File: src/inc/sbr_regs.svh
// register offsets, field positions, reset values and link constants
// assumes: included by the package user and the core, by bare name
`ifndef SBR_REGS_SVH
`define SBR_REGS_SVH
// target addresses, write and read direction
`define SBR_ADDR_WR        8'hdc
`define SBR_ADDR_RD        8'hdd
// register indices
`define SBR_IDX_MODE       8'h00
`define SBR_IDX_ENABLE     8'h01
`define SBR_IDX_STOPPABLE  8'h02
`define SBR_IDX_RSVD       8'h03
`define SBR_IDX_COUNT      8'h06
// field positions in the mode register
`define SBR_PD_HIZ_BIT     7
`define SBR_STOP_HIZ_BIT   6
`define SBR_LOW_BW_BIT     2
`define SBR_ZDB_BIT        1
`define SBR_UNITY_BIT      0
// reset values
`define SBR_MODE_RST       8'h07
`define SBR_ENABLE_RST     8'hff
`define SBR_STOPPABLE_RST  8'h00
`define SBR_RSVD_RST       8'h00
`define SBR_COUNT_RST      8'h05
// pairs that may be stopped at all
`define SBR_STOP_MASK      8'h66
// bits in a byte on the link
`define SBR_BYTE_BITS      4'h8
`endif

File: src/inc/sbr_pkg.sv
// types shared by the serial register target
// assumes: nothing beyond a SystemVerilog compiler
package sbr_pkg;
    // link state of the target
    typedef enum logic [2:0] {ST_IDLE, ST_RX, ST_ACK, ST_TX, ST_HACK} sbr_state_t;
    // meaning of the byte being received
    typedef enum logic [1:0] {PH_ADDR, PH_INDEX, PH_COUNT, PH_DATA} sbr_phase_t;
endpackage

File: src/core/sbr_target.sv
// serial register target for an eight pair differential clock buffer
// assumes: SCL, SDA and control pins come from outside, sampled on CLK
//
// Summary of operation
// - acknowledge write address after start
// - acknowledge index, keep as first register
// - acknowledge read address after repeated start
// - first read byte is the count
// - then registers from index onward
// - mode bit 2 picks loop bandwidth
// - enable register bit per pair
// - stoppable bits 1,2,5,6 only
// - register 3 reserved, plain storage
// - count register sets reported count
// - power-down drives true high or floats
// - stop halts stoppable pairs, drive style
`timescale 1ns/10ps
`default_nettype none
`include "sbr_regs.svh"
module sbr_target (
    // clock, reset, enable
    input  wire logic       CLK,
    input  wire logic       RST,
    input  wire logic       CE,
    // two-wire link
    input  wire logic       SCL,
    input  wire logic       SDA_IN,
    output logic            SDA_OUT,
    output logic            SDA_OE,
    // control pins, active low
    input  wire logic       POWER_DOWN_N,
    input  wire logic       OUTPUT_HALT_N,
    // configuration to the analog core
    output logic            LOOP_BANDWIDTH_SEL,
    output logic            ZERO_DELAY_MODE,
    output logic            INPUT_DIVIDE_SEL,
    // per pair drive state
    output logic [7:0]      PAIR_RUN,
    output logic [7:0]      PAIR_TRUE_OE,
    output logic [7:0]      PAIR_COMP_OE
);
    // synchronisers, first stage read only by second
    logic [1:0]             scl_sync;
    logic [1:0]             sda_sync;
    logic [1:0]             pd_sync;
    logic [1:0]             halt_sync;
    logic                   scl_d;     // previous synced clock
    logic                   sda_d;     // previous synced data
    // protocol state
    sbr_pkg::sbr_state_t    state_reg;
    sbr_pkg::sbr_phase_t    phase_reg;
    logic [7:0]             shift_reg;  // received or outgoing byte
    logic [3:0]             bitcnt_reg; // bits moved in this byte
    logic [7:0]             index_reg;  // current register index
    logic                   read_reg;   // direction of this access
    logic                   sda_oe_reg; // pulling the data line low
    // registers
    logic [7:0]             mode_reg;
    logic [7:0]             enable_reg;
    logic [7:0]             stoppable_reg;
    logic [7:0]             rsvd_reg;
    logic [7:0]             count_reg;

    // line events, taken from the synced copies only
    wire scl_s     = scl_sync[1];
    wire sda_s     = sda_sync[1];
    wire scl_rise  = CE & scl_s & ~scl_d;
    wire scl_fall  = CE & ~scl_s & scl_d;
    wire start_ev  = CE & scl_s & scl_d & sda_d & ~sda_s;
    wire stop_ev   = CE & scl_s & scl_d & ~sda_d & sda_s;
    wire byte_done = (bitcnt_reg == `SBR_BYTE_BITS);
    // address match for either direction
    wire addr_wr   = (shift_reg == `SBR_ADDR_WR);
    wire addr_rd   = (shift_reg == `SBR_ADDR_RD);
    // a finished received byte, decided on the falling clock
    wire rx_end    = scl_fall & (state_reg == sbr_pkg::ST_RX) & byte_done;
    wire wr_strobe = rx_end & (phase_reg == sbr_pkg::PH_DATA);
    // read data selection, unmapped indices give zero
    wire [7:0] rd_data =
        (index_reg == `SBR_IDX_MODE)      ? mode_reg      :
        (index_reg == `SBR_IDX_ENABLE)    ? enable_reg    :
        (index_reg == `SBR_IDX_STOPPABLE) ? stoppable_reg :
        (index_reg == `SBR_IDX_RSVD)      ? rsvd_reg      :
        (index_reg == `SBR_IDX_COUNT)     ? count_reg     : 8'h00;

    // two-flop sampling of the link and control pin inputs
    always_ff @(posedge CLK or posedge RST) begin
        if (RST) begin
            scl_sync  <= 2'h3;
            sda_sync  <= 2'h3;
            pd_sync   <= 2'h3;
            halt_sync <= 2'h3;
            scl_d     <= 1'h1;
            sda_d     <= 1'h1;
        end else if (CE) begin
            scl_sync  <= {scl_sync[0], SCL};
            sda_sync  <= {sda_sync[0], SDA_IN};
            pd_sync   <= {pd_sync[0], POWER_DOWN_N};
            halt_sync <= {halt_sync[0], OUTPUT_HALT_N};
            scl_d     <= scl_s;
            sda_d     <= sda_s;
        end
    end

    // link state machine
    always_ff @(posedge CLK or posedge RST) begin
        if (RST) begin
            state_reg  <= sbr_pkg::ST_IDLE;
            phase_reg  <= sbr_pkg::PH_ADDR;
            shift_reg  <= 8'h00;
            bitcnt_reg <= 4'h0;
            index_reg  <= 8'h00;
            read_reg   <= 1'h0;
            sda_oe_reg <= 1'h0;
        end else if (stop_ev) begin
            // stop ends any access and frees the line
            state_reg  <= sbr_pkg::ST_IDLE;
            sda_oe_reg <= 1'h0;
        end else if (start_ev) begin
            // start or repeated start, address follows
            state_reg  <= sbr_pkg::ST_RX;
            phase_reg  <= sbr_pkg::PH_ADDR;
            bitcnt_reg <= 4'h0;
            sda_oe_reg <= 1'h0;
        end else begin
            case (state_reg)
                sbr_pkg::ST_RX: begin
                    // shift in on rising clock
                    if (scl_rise && !byte_done) begin
                        shift_reg  <= {shift_reg[6:0], sda_s};
                        bitcnt_reg <= bitcnt_reg + 4'h1;
                    end else if (rx_end) begin
                        sda_oe_reg <= 1'h1;
                        state_reg  <= sbr_pkg::ST_ACK;
                        case (phase_reg)
                            sbr_pkg::PH_ADDR: begin
                                // foreign address: stay silent
                                if (!(addr_wr || addr_rd)) begin
                                    sda_oe_reg <= 1'h0;
                                    state_reg  <= sbr_pkg::ST_IDLE;
                                end
                                read_reg <= addr_rd;
                            end
                            sbr_pkg::PH_INDEX: index_reg <= shift_reg;
                            sbr_pkg::PH_DATA:  index_reg <= index_reg + 8'h01;
                            default: ;
                        endcase
                    end
                end
                sbr_pkg::ST_ACK: begin
                    // release after the acknowledge clock
                    if (scl_fall) begin
                        bitcnt_reg <= 4'h0;
                        if (read_reg && phase_reg == sbr_pkg::PH_ADDR) begin
                            // count byte leads the read data
                            sda_oe_reg <= ~count_reg[7];
                            shift_reg  <= {count_reg[6:0], 1'h0};
                            bitcnt_reg <= 4'h1;
                            state_reg  <= sbr_pkg::ST_TX;
                        end else begin
                            sda_oe_reg <= 1'h0;
                            state_reg  <= sbr_pkg::ST_RX;
                            case (phase_reg)
                                sbr_pkg::PH_ADDR:  phase_reg <= sbr_pkg::PH_INDEX;
                                sbr_pkg::PH_INDEX: phase_reg <= sbr_pkg::PH_COUNT;
                                default:           phase_reg <= sbr_pkg::PH_DATA;
                            endcase
                        end
                    end
                end
                sbr_pkg::ST_TX: begin
                    // next bit out on each falling clock
                    if (scl_fall) begin
                        if (byte_done) begin
                            sda_oe_reg <= 1'h0;
                            state_reg  <= sbr_pkg::ST_HACK;
                        end else begin
                            sda_oe_reg <= ~shift_reg[7];
                            shift_reg  <= {shift_reg[6:0], 1'h0};
                            bitcnt_reg <= bitcnt_reg + 4'h1;
                        end
                    end
                end
                sbr_pkg::ST_HACK: begin
                    // host answer: not-acknowledge ends the read
                    if (scl_rise && sda_s) begin
                        state_reg <= sbr_pkg::ST_IDLE;
                    end else if (scl_fall) begin
                        // acknowledged: next register, index moves on
                        sda_oe_reg <= ~rd_data[7];
                        shift_reg  <= {rd_data[6:0], 1'h0};
                        bitcnt_reg <= 4'h1;
                        index_reg  <= index_reg + 8'h01;
                        state_reg  <= sbr_pkg::ST_TX;
                    end
                end
                default: ;
            endcase
        end
    end

    // register writes from the data phase
    always_ff @(posedge CLK or posedge RST) begin
        if (RST) begin
            mode_reg      <= `SBR_MODE_RST;
            enable_reg    <= `SBR_ENABLE_RST;
            stoppable_reg <= `SBR_STOPPABLE_RST;
            rsvd_reg      <= `SBR_RSVD_RST;
            count_reg     <= `SBR_COUNT_RST;
        end else if (wr_strobe) begin
            case (index_reg)
                `SBR_IDX_MODE:      mode_reg      <= shift_reg;
                `SBR_IDX_ENABLE:    enable_reg    <= shift_reg;
                `SBR_IDX_STOPPABLE: stoppable_reg <= shift_reg;
                `SBR_IDX_RSVD:      rsvd_reg      <= shift_reg;
                `SBR_IDX_COUNT:     count_reg     <= shift_reg;
                default: ;
            endcase
        end
    end

    // pair drive decode
    wire       pd_n      = pd_sync[1];
    wire       halt_n    = halt_sync[1];
    wire [7:0] halted    = {8{~halt_n}} & stoppable_reg & `SBR_STOP_MASK;
    wire [7:0] run_next  = enable_reg & {8{pd_n}} & ~halted;
    wire [7:0] pd_hold   = enable_reg & {8{~pd_n & ~mode_reg[`SBR_PD_HIZ_BIT]}};
    wire [7:0] stop_hold = enable_reg & {8{pd_n & ~mode_reg[`SBR_STOP_HIZ_BIT]}} & halted;

    // registered pair outputs
    always_ff @(posedge CLK or posedge RST) begin
        if (RST) begin
            PAIR_RUN     <= 8'h00;
            PAIR_TRUE_OE <= 8'h00;
            PAIR_COMP_OE <= 8'h00;
        end else if (CE) begin
            PAIR_RUN     <= run_next;
            PAIR_TRUE_OE <= run_next | pd_hold | stop_hold;
            PAIR_COMP_OE <= run_next;
        end
    end

    // link pin and configuration outputs
    assign SDA_OUT            = 1'h0;
    assign SDA_OE             = sda_oe_reg;
    assign LOOP_BANDWIDTH_SEL = mode_reg[`SBR_LOW_BW_BIT];
    assign ZERO_DELAY_MODE    = mode_reg[`SBR_ZDB_BIT];
    assign INPUT_DIVIDE_SEL   = mode_reg[`SBR_UNITY_BIT];

    // checks
    ack_hold_a: assert property (@(posedge CLK) disable iff (RST)
        state_reg == sbr_pkg::ST_ACK |-> sda_oe_reg) else $error("ack not driven");
    addr_reject_a: assert property (@(posedge CLK) disable iff (RST)
        (rx_end && phase_reg == sbr_pkg::PH_ADDR && !addr_wr && !addr_rd)
        |=> !sda_oe_reg && state_reg == sbr_pkg::ST_IDLE) else $error("foreign acked");
    index_load_a: assert property (@(posedge CLK) disable iff (RST)
        (rx_end && phase_reg == sbr_pkg::PH_INDEX) |=> index_reg == $past(shift_reg))
        else $error("index not loaded");
    count_first_a: assert property (@(posedge CLK) disable iff (RST)
        (scl_fall && state_reg == sbr_pkg::ST_ACK && read_reg && phase_reg == sbr_pkg::PH_ADDR)
        |=> state_reg == sbr_pkg::ST_TX && sda_oe_reg == ~count_reg[7])
        else $error("count not first");
    index_step_a: assert property (@(posedge CLK) disable iff (RST)
        (scl_fall && !scl_rise && state_reg == sbr_pkg::ST_HACK && !stop_ev && !start_ev)
        |=> index_reg == $past(index_reg) + 8'h01) else $error("index not stepped");
    nack_end_a: assert property (@(posedge CLK) disable iff (RST)
        (scl_rise && sda_s && state_reg == sbr_pkg::ST_HACK && !stop_ev && !start_ev)
        |=> state_reg == sbr_pkg::ST_IDLE ##1 !sda_oe_reg) else $error("read not ended");
    mode_reset_a: assert property (@(posedge CLK)
        $fell(RST) |-> mode_reg[2:0] == 3'h7 && enable_reg == 8'hff && stoppable_reg == 8'h00)
        else $error("bad reset");
    pd_drive_a: assert property (@(posedge CLK) disable iff (RST)
        (CE && !pd_n && !mode_reg[7])
        |=> PAIR_TRUE_OE == $past(enable_reg) && PAIR_COMP_OE == 8'h00)
        else $error("power-down drive");
    stop_pair_a: assert property (@(posedge CLK) disable iff (RST)
        (CE && pd_n && !halt_n && stoppable_reg[1] && enable_reg[1])
        |=> !PAIR_RUN[1] && PAIR_TRUE_OE[1] == !$past(mode_reg[6]))
        else $error("stop drive");
    count_write_a: assert property (@(posedge CLK) disable iff (RST)
        (wr_strobe && index_reg == `SBR_IDX_COUNT) |=> count_reg == $past(shift_reg))
        else $error("count not written");
endmodule
`default_nettype wire

File: config.mk
export PLATFORM = sky130hd
export DESIGN_NAME = sbr_target
export DESIGN_NICKNAME = d
export VERILOG_FILES = /design/src/inc/sbr_pkg.sv /design/src/core/sbr_target.sv
export VERILOG_INCLUDE_DIRS = /design/src /design/src/inc
export SDC_FILE = /design/constraint.sdc
export NUM_CORES = 1
export LEC_CHECK = 0
export BUFFER_PORTS_ARGS = -buffer_cell sky130_fd_sc_hd__buf_2
export CAP_MARGIN = 20
export CORE_MARGIN = 3
export CORE_UTILIZATION = 55
export CTS_BUF_LIST = sky130_fd_sc_hd__clkbuf_8
export CTS_CLUSTER_SIZE = 20
export DETAILED_ROUTE_END_ITERATION = 12
export HOLD_SLACK_MARGIN = 0.02
export PLACE_DENSITY = 0.74
export SYNTH_ARGS = -nofsm -noshare
export SYNTH_HDL_FRONTEND = slang
export SYNTH_SLANG_ARGS = --single-unit
File: constraint.sdc
create_clock -name CLK -period 4.9 [get_ports CLK]
set_input_delay 0.735 -clock CLK [delete_from_list [all_inputs] [get_ports CLK]]
set_output_delay 0.735 -clock CLK [all_outputs]
set_load 0.05 [all_outputs]
---- After elaboration in Yosys (flattened, before gate mapping) ----
Cells that the tools add are included.
operators by class
  $add $sub $neg .......................... 2
  equal/unequal tests ..................... 38
  muxes and demuxes ....................... 59
  bitwise gates (word level) .............. 37
  reduce and logical (&&, ||, !) cells .... 25
operators by type and width
  cell                                                             number
  8-bit two-way mux                                                16
  8-bit AND                                                        4
  8-bit case mux with 2 select lines                               2
  8-bit case mux with 4 select lines                               1
  4-bit two-way mux                                                7
  4-bit inequality test, second input constant                     7
  3-bit two-way mux                                                9
  2-bit inequality test, second input constant                     9
  8-bit by 2-bit == test with 1-bit output, second input constant  2
  8-bit == test, second input constant                             2
  8-bit bitwise OR                                                 2
  4-bit case mux with 4 select lines                               1
  8-bit AND reduction                                              2
  3-bit inequality test, second input constant                     5
  1-bit AND                                                        14
  2-bit two-way mux                                                7
  1-bit NOT                                                        14
  7-bit AND reduction                                              2
  1-bit two-way mux                                                13
  3-bit case mux with 4 select lines                               1
  10-bit AND reduction                                             1
  2-bit AND reduction                                              5
  8-bit by 1-bit adder with 8-bit output, second input constant    1
  8-bit by 7-bit AND with 8-bit output                             1
  other kinds (28)                                                 33
storage, ports and cells
  register bits after elaboration ......... 93
  input bits .............................. 7
  output and inout bits ................... 29
  word-level logic and storage cells ...... 181

---- Longest topological paths before layout ----
  word-level depth ........................ 12
  mapped depth ............................ 8
  mapped depth without buffers ............ 7

---- Least setup slack after synthesis ----
No wires, ideal clock.
  path type ............................... input-to-reg
  start ................................... in CE
  end ..................................... reg bitcnt_reg[0]
  library setup time ...................... 0.125 ns
  data arrival time ....................... 2.211 ns
  data required time ...................... 4.775 ns
  setup slack ............................. 2.564 ns
  cell stages on the path ................. 6
  buffers on the path ..................... 1
  cell sequence ........................... clkbuf_1 nand3_1 nor2_1 o41ai_1 nor3_1 mux2_2
on the way
  longest elaborated chain between the ends .. 6
  elaborated cells on any way between the ends .. 21
  classes of those cells .................. 6 x eq/ne; 1 x mux; 10 x bitwise; 4 x reduce/logical
RTL lines
  what                                                           line                                                  text
  from (decl)                                                    sbr_target.sv:24                                      input wire logic CE,
  1-bit AND                                                      sbr_target.sv:67, sbr_target.sv:69, sbr_target.sv:70
  1-bit AND                                                      sbr_target.sv:69, sbr_target.sv:70
  1-bit AND, on equally long branches (2 in series)              sbr_target.sv:69, sbr_target.sv:70
  3-bit inequality test (no line), or another cell as far along  n/a
  8-bit AND reduction (no line)                                  n/a
  to (signal assigned)                                           sbr_target.sv:131                                     bitcnt_reg <= bitcnt_reg + 4'h1;
  to (signal assigned)                                           sbr_target.sv:180                                     bitcnt_reg <= bitcnt_reg + 4'h1;
  to (decl)                                                      sbr_target.sv:53                                      logic [3:0] bitcnt_reg;
Several ways; a longest one is shown, not always the timed one.
A chain may end at the register's enable or synchronous reset.

---- Worst setup path after layout ----
  start ................................... reg index_reg[4]
  end ..................................... reg shift_reg[6]
on the way
  longest elaborated chain between the ends .. 9
  elaborated cells on any way between the ends .. 13
  classes of those cells .................. 4 x eq/ne; 8 x mux; 1 x reduce/logical
RTL lines
  what                                      line               text
  from (decl)                               sbr_target.sv:54   logic [7:0] index_reg;
  from (signal assigned)                    sbr_target.sv:144  sbr_pkg::PH_INDEX: index_reg <= shift_reg;
  from (signal assigned)                    sbr_target.sv:145  sbr_pkg::PH_DATA: index_reg <= index_reg + 8'h01;
  from (signal assigned)                    sbr_target.sv:193  index_reg <= index_reg + 8'h01;
  8-bit by 3-bit == test with 1-bit output  n/a
  8-bit two-way mux                         sbr_target.sv:84   (index_reg == `SBR_IDX_COUNT) ? count_reg : 8'h00;
  8-bit two-way mux                         sbr_target.sv:83   (index_reg == `SBR_IDX_RSVD) ? rsvd_reg :
  8-bit two-way mux                         sbr_target.sv:82   (index_reg == `SBR_IDX_STOPPABLE) ? stoppable_reg :
  8-bit two-way mux                         sbr_target.sv:81   (index_reg == `SBR_IDX_ENABLE) ? enable_reg :
  8-bit two-way mux (*)                     sbr_target.sv:80   (index_reg == `SBR_IDX_MODE) ? mode_reg :
  8-bit two-way mux (*)                     sbr_target.sv:188  end else if (scl_fall) begin
  8-bit two-way mux (*)                     sbr_target.sv:186  if (scl_rise && sda_s) begin
  8-bit case mux with 4 select lines (*)    sbr_target.sv:126  case (state_reg)
  to (signal assigned)                      sbr_target.sv:130  shift_reg <= {shift_reg[6:0], sda_s};
  to (signal assigned)                      sbr_target.sv:179  shift_reg <= {shift_reg[6:0], 1'h0};
  to (signal assigned)                      sbr_target.sv:191  shift_reg <= {rd_data[6:0], 1'h0};
  to (decl)                                 sbr_target.sv:52   logic [7:0] shift_reg;
Every way passes the cells marked *; elsewhere a longest branch is shown, timed or not. The select of a mux whose other input is x is not followed.

==> results.md <==
* Slew headroom at 0.254
* Yosys cell types at 59
* Vias/cell at 6.56
* Fillers at 723
* Post-DP Area at 5110 sq um
* DR vias at 3,998
* # port buffers at 34
* PostCTS Resize Cnt at 0
* Top_reg_cell synth: dfrtp_1
* Unrepaired setup endpoints after global routing: no
* Crit path max fanout at 8
* Post-CTS Hold Fix Bufs at 0
* Pin count of the biggest net entering global routing at 49
* Post-synth EDFFs at 0
* Share of layout cells above drive strength 1 at 0.263
* Clock slew at reported path FFs at 0.09 ns
* Setup Crit Path Kind: reg -> reg
* Final core utilization at 0.603
* Register area at 2360 sq um
* Seq/Total Area, Yosys at 0.472
* Final critical-path required period at 2.80 ns
* Initial antenna violation count at 0
* Clk buf depth at 2
* Post-Syn Instances at 490
* Async SR Flop Fraction at 1.00
* Post-CTS Setup Repair Bufs at 0
* Grt total ovfl at 0
* Netlist Area Pre-Place at 4990 sq um
* Final instance area at 5280 sq um
* Multi-input logic area at 2390 sq um
* All-Layer GR Usage at 0.239
* IO Pins at 36
* Initial Util at 0.569
* Final Hold Vio Count at 0
* Syn Area/Cell at 10.2 sq um
* Finished Layout Cells at 609
* Hold Path Class: in -> async
* CTS HTree Levels at 3
* DP HPWL at 8.10 mm
* Most numerous cell in the Yosys netlist: dfrtp_1
* Final Skew at 0.0125 ns
* Pins Over Slew Limit at 0
* Antenna viol nets, final at 0
* CTS root buf: clkbuf_8
* Syn_nets at 503
* Clk sinks at 93
* Ranking of synthesized cells by area: dfrtp_1 (35%), dfstp_2 (12%), mux2_2 (11%)
* DRT Pass-1 Iters at 6
* Area Growth Syn to Fin at 5.92%
* Detailed Route WL at 11.9 mm
* Max Clock Freq at 0.357 GHz
* Pwr dens at 310 nW/um^2
* DRT iter0 DRCs at 392
* Synth area leader: dfrtp_1
* Post-Place Cells at 592
* # DRC at 0
* Setup TNS at 0 ns
* Peak VDD IR at 0.160 mV
* WL per Instance at 19.6 um
* Pleak at 2.37 nW
* Num CTS Buffers at 9
* GPL Wtd Cong at 0.904
* Yosys warns at 0
* Vias in the first global route at 3,754
* Critical Path End Type: register
* Fin crit share at 0.571
* FF+latch count, synth at 93
* WP data required at 5.16 ns
* CP Launch Type: register
* Die height at 101 um
* Final setup margin at 2.10 ns
* Worst skew pair latency at 0.37 ns
* Die Width at 101 um
* Area of the core at 8760 sq um
* Synth cell count leaders: dfrtp_1 (70), nand2_1 (50), mux2_2 (49)
* Status: finished clean
* Core Rows at 34
* Die footprint at 10,200 sq um
* Ant diodes at 0
* Worst Tran Pin Value at 1.11 ns
* CTS tree: done
* Final nets at 509
* Top cell type's share of synthesized area at 0.351
* Pre-CTS setup slack at 1.88 ns
* Arr. time, crit path at 3.06 ns
* Max Cap Viol at 0
* Final setup fails at 0
* First-pass GRT wire length at 19.2 mm
==> critical path, cell delays in order (launching register included) <==
cell      delay (ns)
dfrtp_1         0.41
or4_4           0.57
nor3_1          0.86
o311ai_0        0.43
a31oi_1         0.32
o31ai_1         0.10
==> metal layers <==
layer,share of wire,global-route usage,up-vias
met1,0.45,0.340,1964
met2,0.46,0.359,186
li1,-,-,1815
met3,0.070,0.0468,33
met5,0,0,-
met4,0.022,0.0982,0
==> cell type report <==
class / instances / share of cell area
Clock buffer: 9 / 0.0234
Clock inverter: 7 / 0.00829
Inverter: 13 / 0.00947
Multi-Input combinational cell: 343 / 0.452
Sequential cell: 93 / 0.446
Tap cell: 108 / 0.0256
Timing Repair Buffer: 36 / 0.0351
==> power breakdown <==
group          internal [mW]  switching [mW]  leakage, nW
clock                  0.182           0.279       0.0896
combinational         0.0999           0.121         1.09
sequential             0.826           0.132         1.20
total                   1.11           0.531         2.37
==> cells in the final DEF (no fill, tap or decap), drive strengths merged, types with 3 or more instances in the layout <==
cell and n:
a32o 8, clkinv 4, o21bai 3, o311ai 3, nand4 4, a22oi 12, o21ai 21, buf 36
nor2b 5, o211ai 8, and3 3, or4 3, o31ai 13, a2bb2oi 10, nor3 6, nand2b 11
a22o 8, o22ai 9, clkbuf 9, nand2 54, inv 14, mux2 50, ha 6, dfrtp 70
dfstp 23, nor3b 5, nand3b 3, nand3 11, nor2 30, a21oi 17, a31oi 11
==> path summary, 6_finish.rpt <==
check / end / slack (ns) / cells past startpoint / startpoint
setup / recovery: shift_reg[6] / 2.10 / 5 / index_reg[4]
hold / removal: PAIR_COMP_OE[0] / 0.46 / 2 / RST
setup reg to reg: shift_reg[6] / 2.10 / 5 / index_reg[4]
hold reg to reg: sda_sync[1] / 0.48 / 2 / sda_sync[0]
max in group asynchronous: index_reg[5] / 3.37 / 3 / RST
min in group CLK: sda_sync[1] / 0.48 / 2 / sda_sync[0]
==> per-stage QoR <==
stage | power (mW) | hold slack, ns
final | 1.64 | 0.460
after global routing | 1.71 | 0.516
after CTS | 1.64 | 0.484
after detailed placement | 1.18 | 0.480
after global placement | 1.17 | 0.473
after floorplan | 1.10 | 0.455
==> kinds of logic (layout without fill, tap and decap cells) <==
family	after synthesis	in the layout	share of synthesized area
adder cells (fa/ha/maj)	6	6	0.0151
buffers and inverters	54	65	0.0487
other	1	1	0.000752
XOR/XNOR	1	1	0.00176
AO/OA/AOI/OAI	137	137	0.193
multiplexers	51	51	0.115
flip-flops	93	93	0.472
AND/OR/NAND/NOR	147	147	0.153
(Power assumes the default switching activity.)
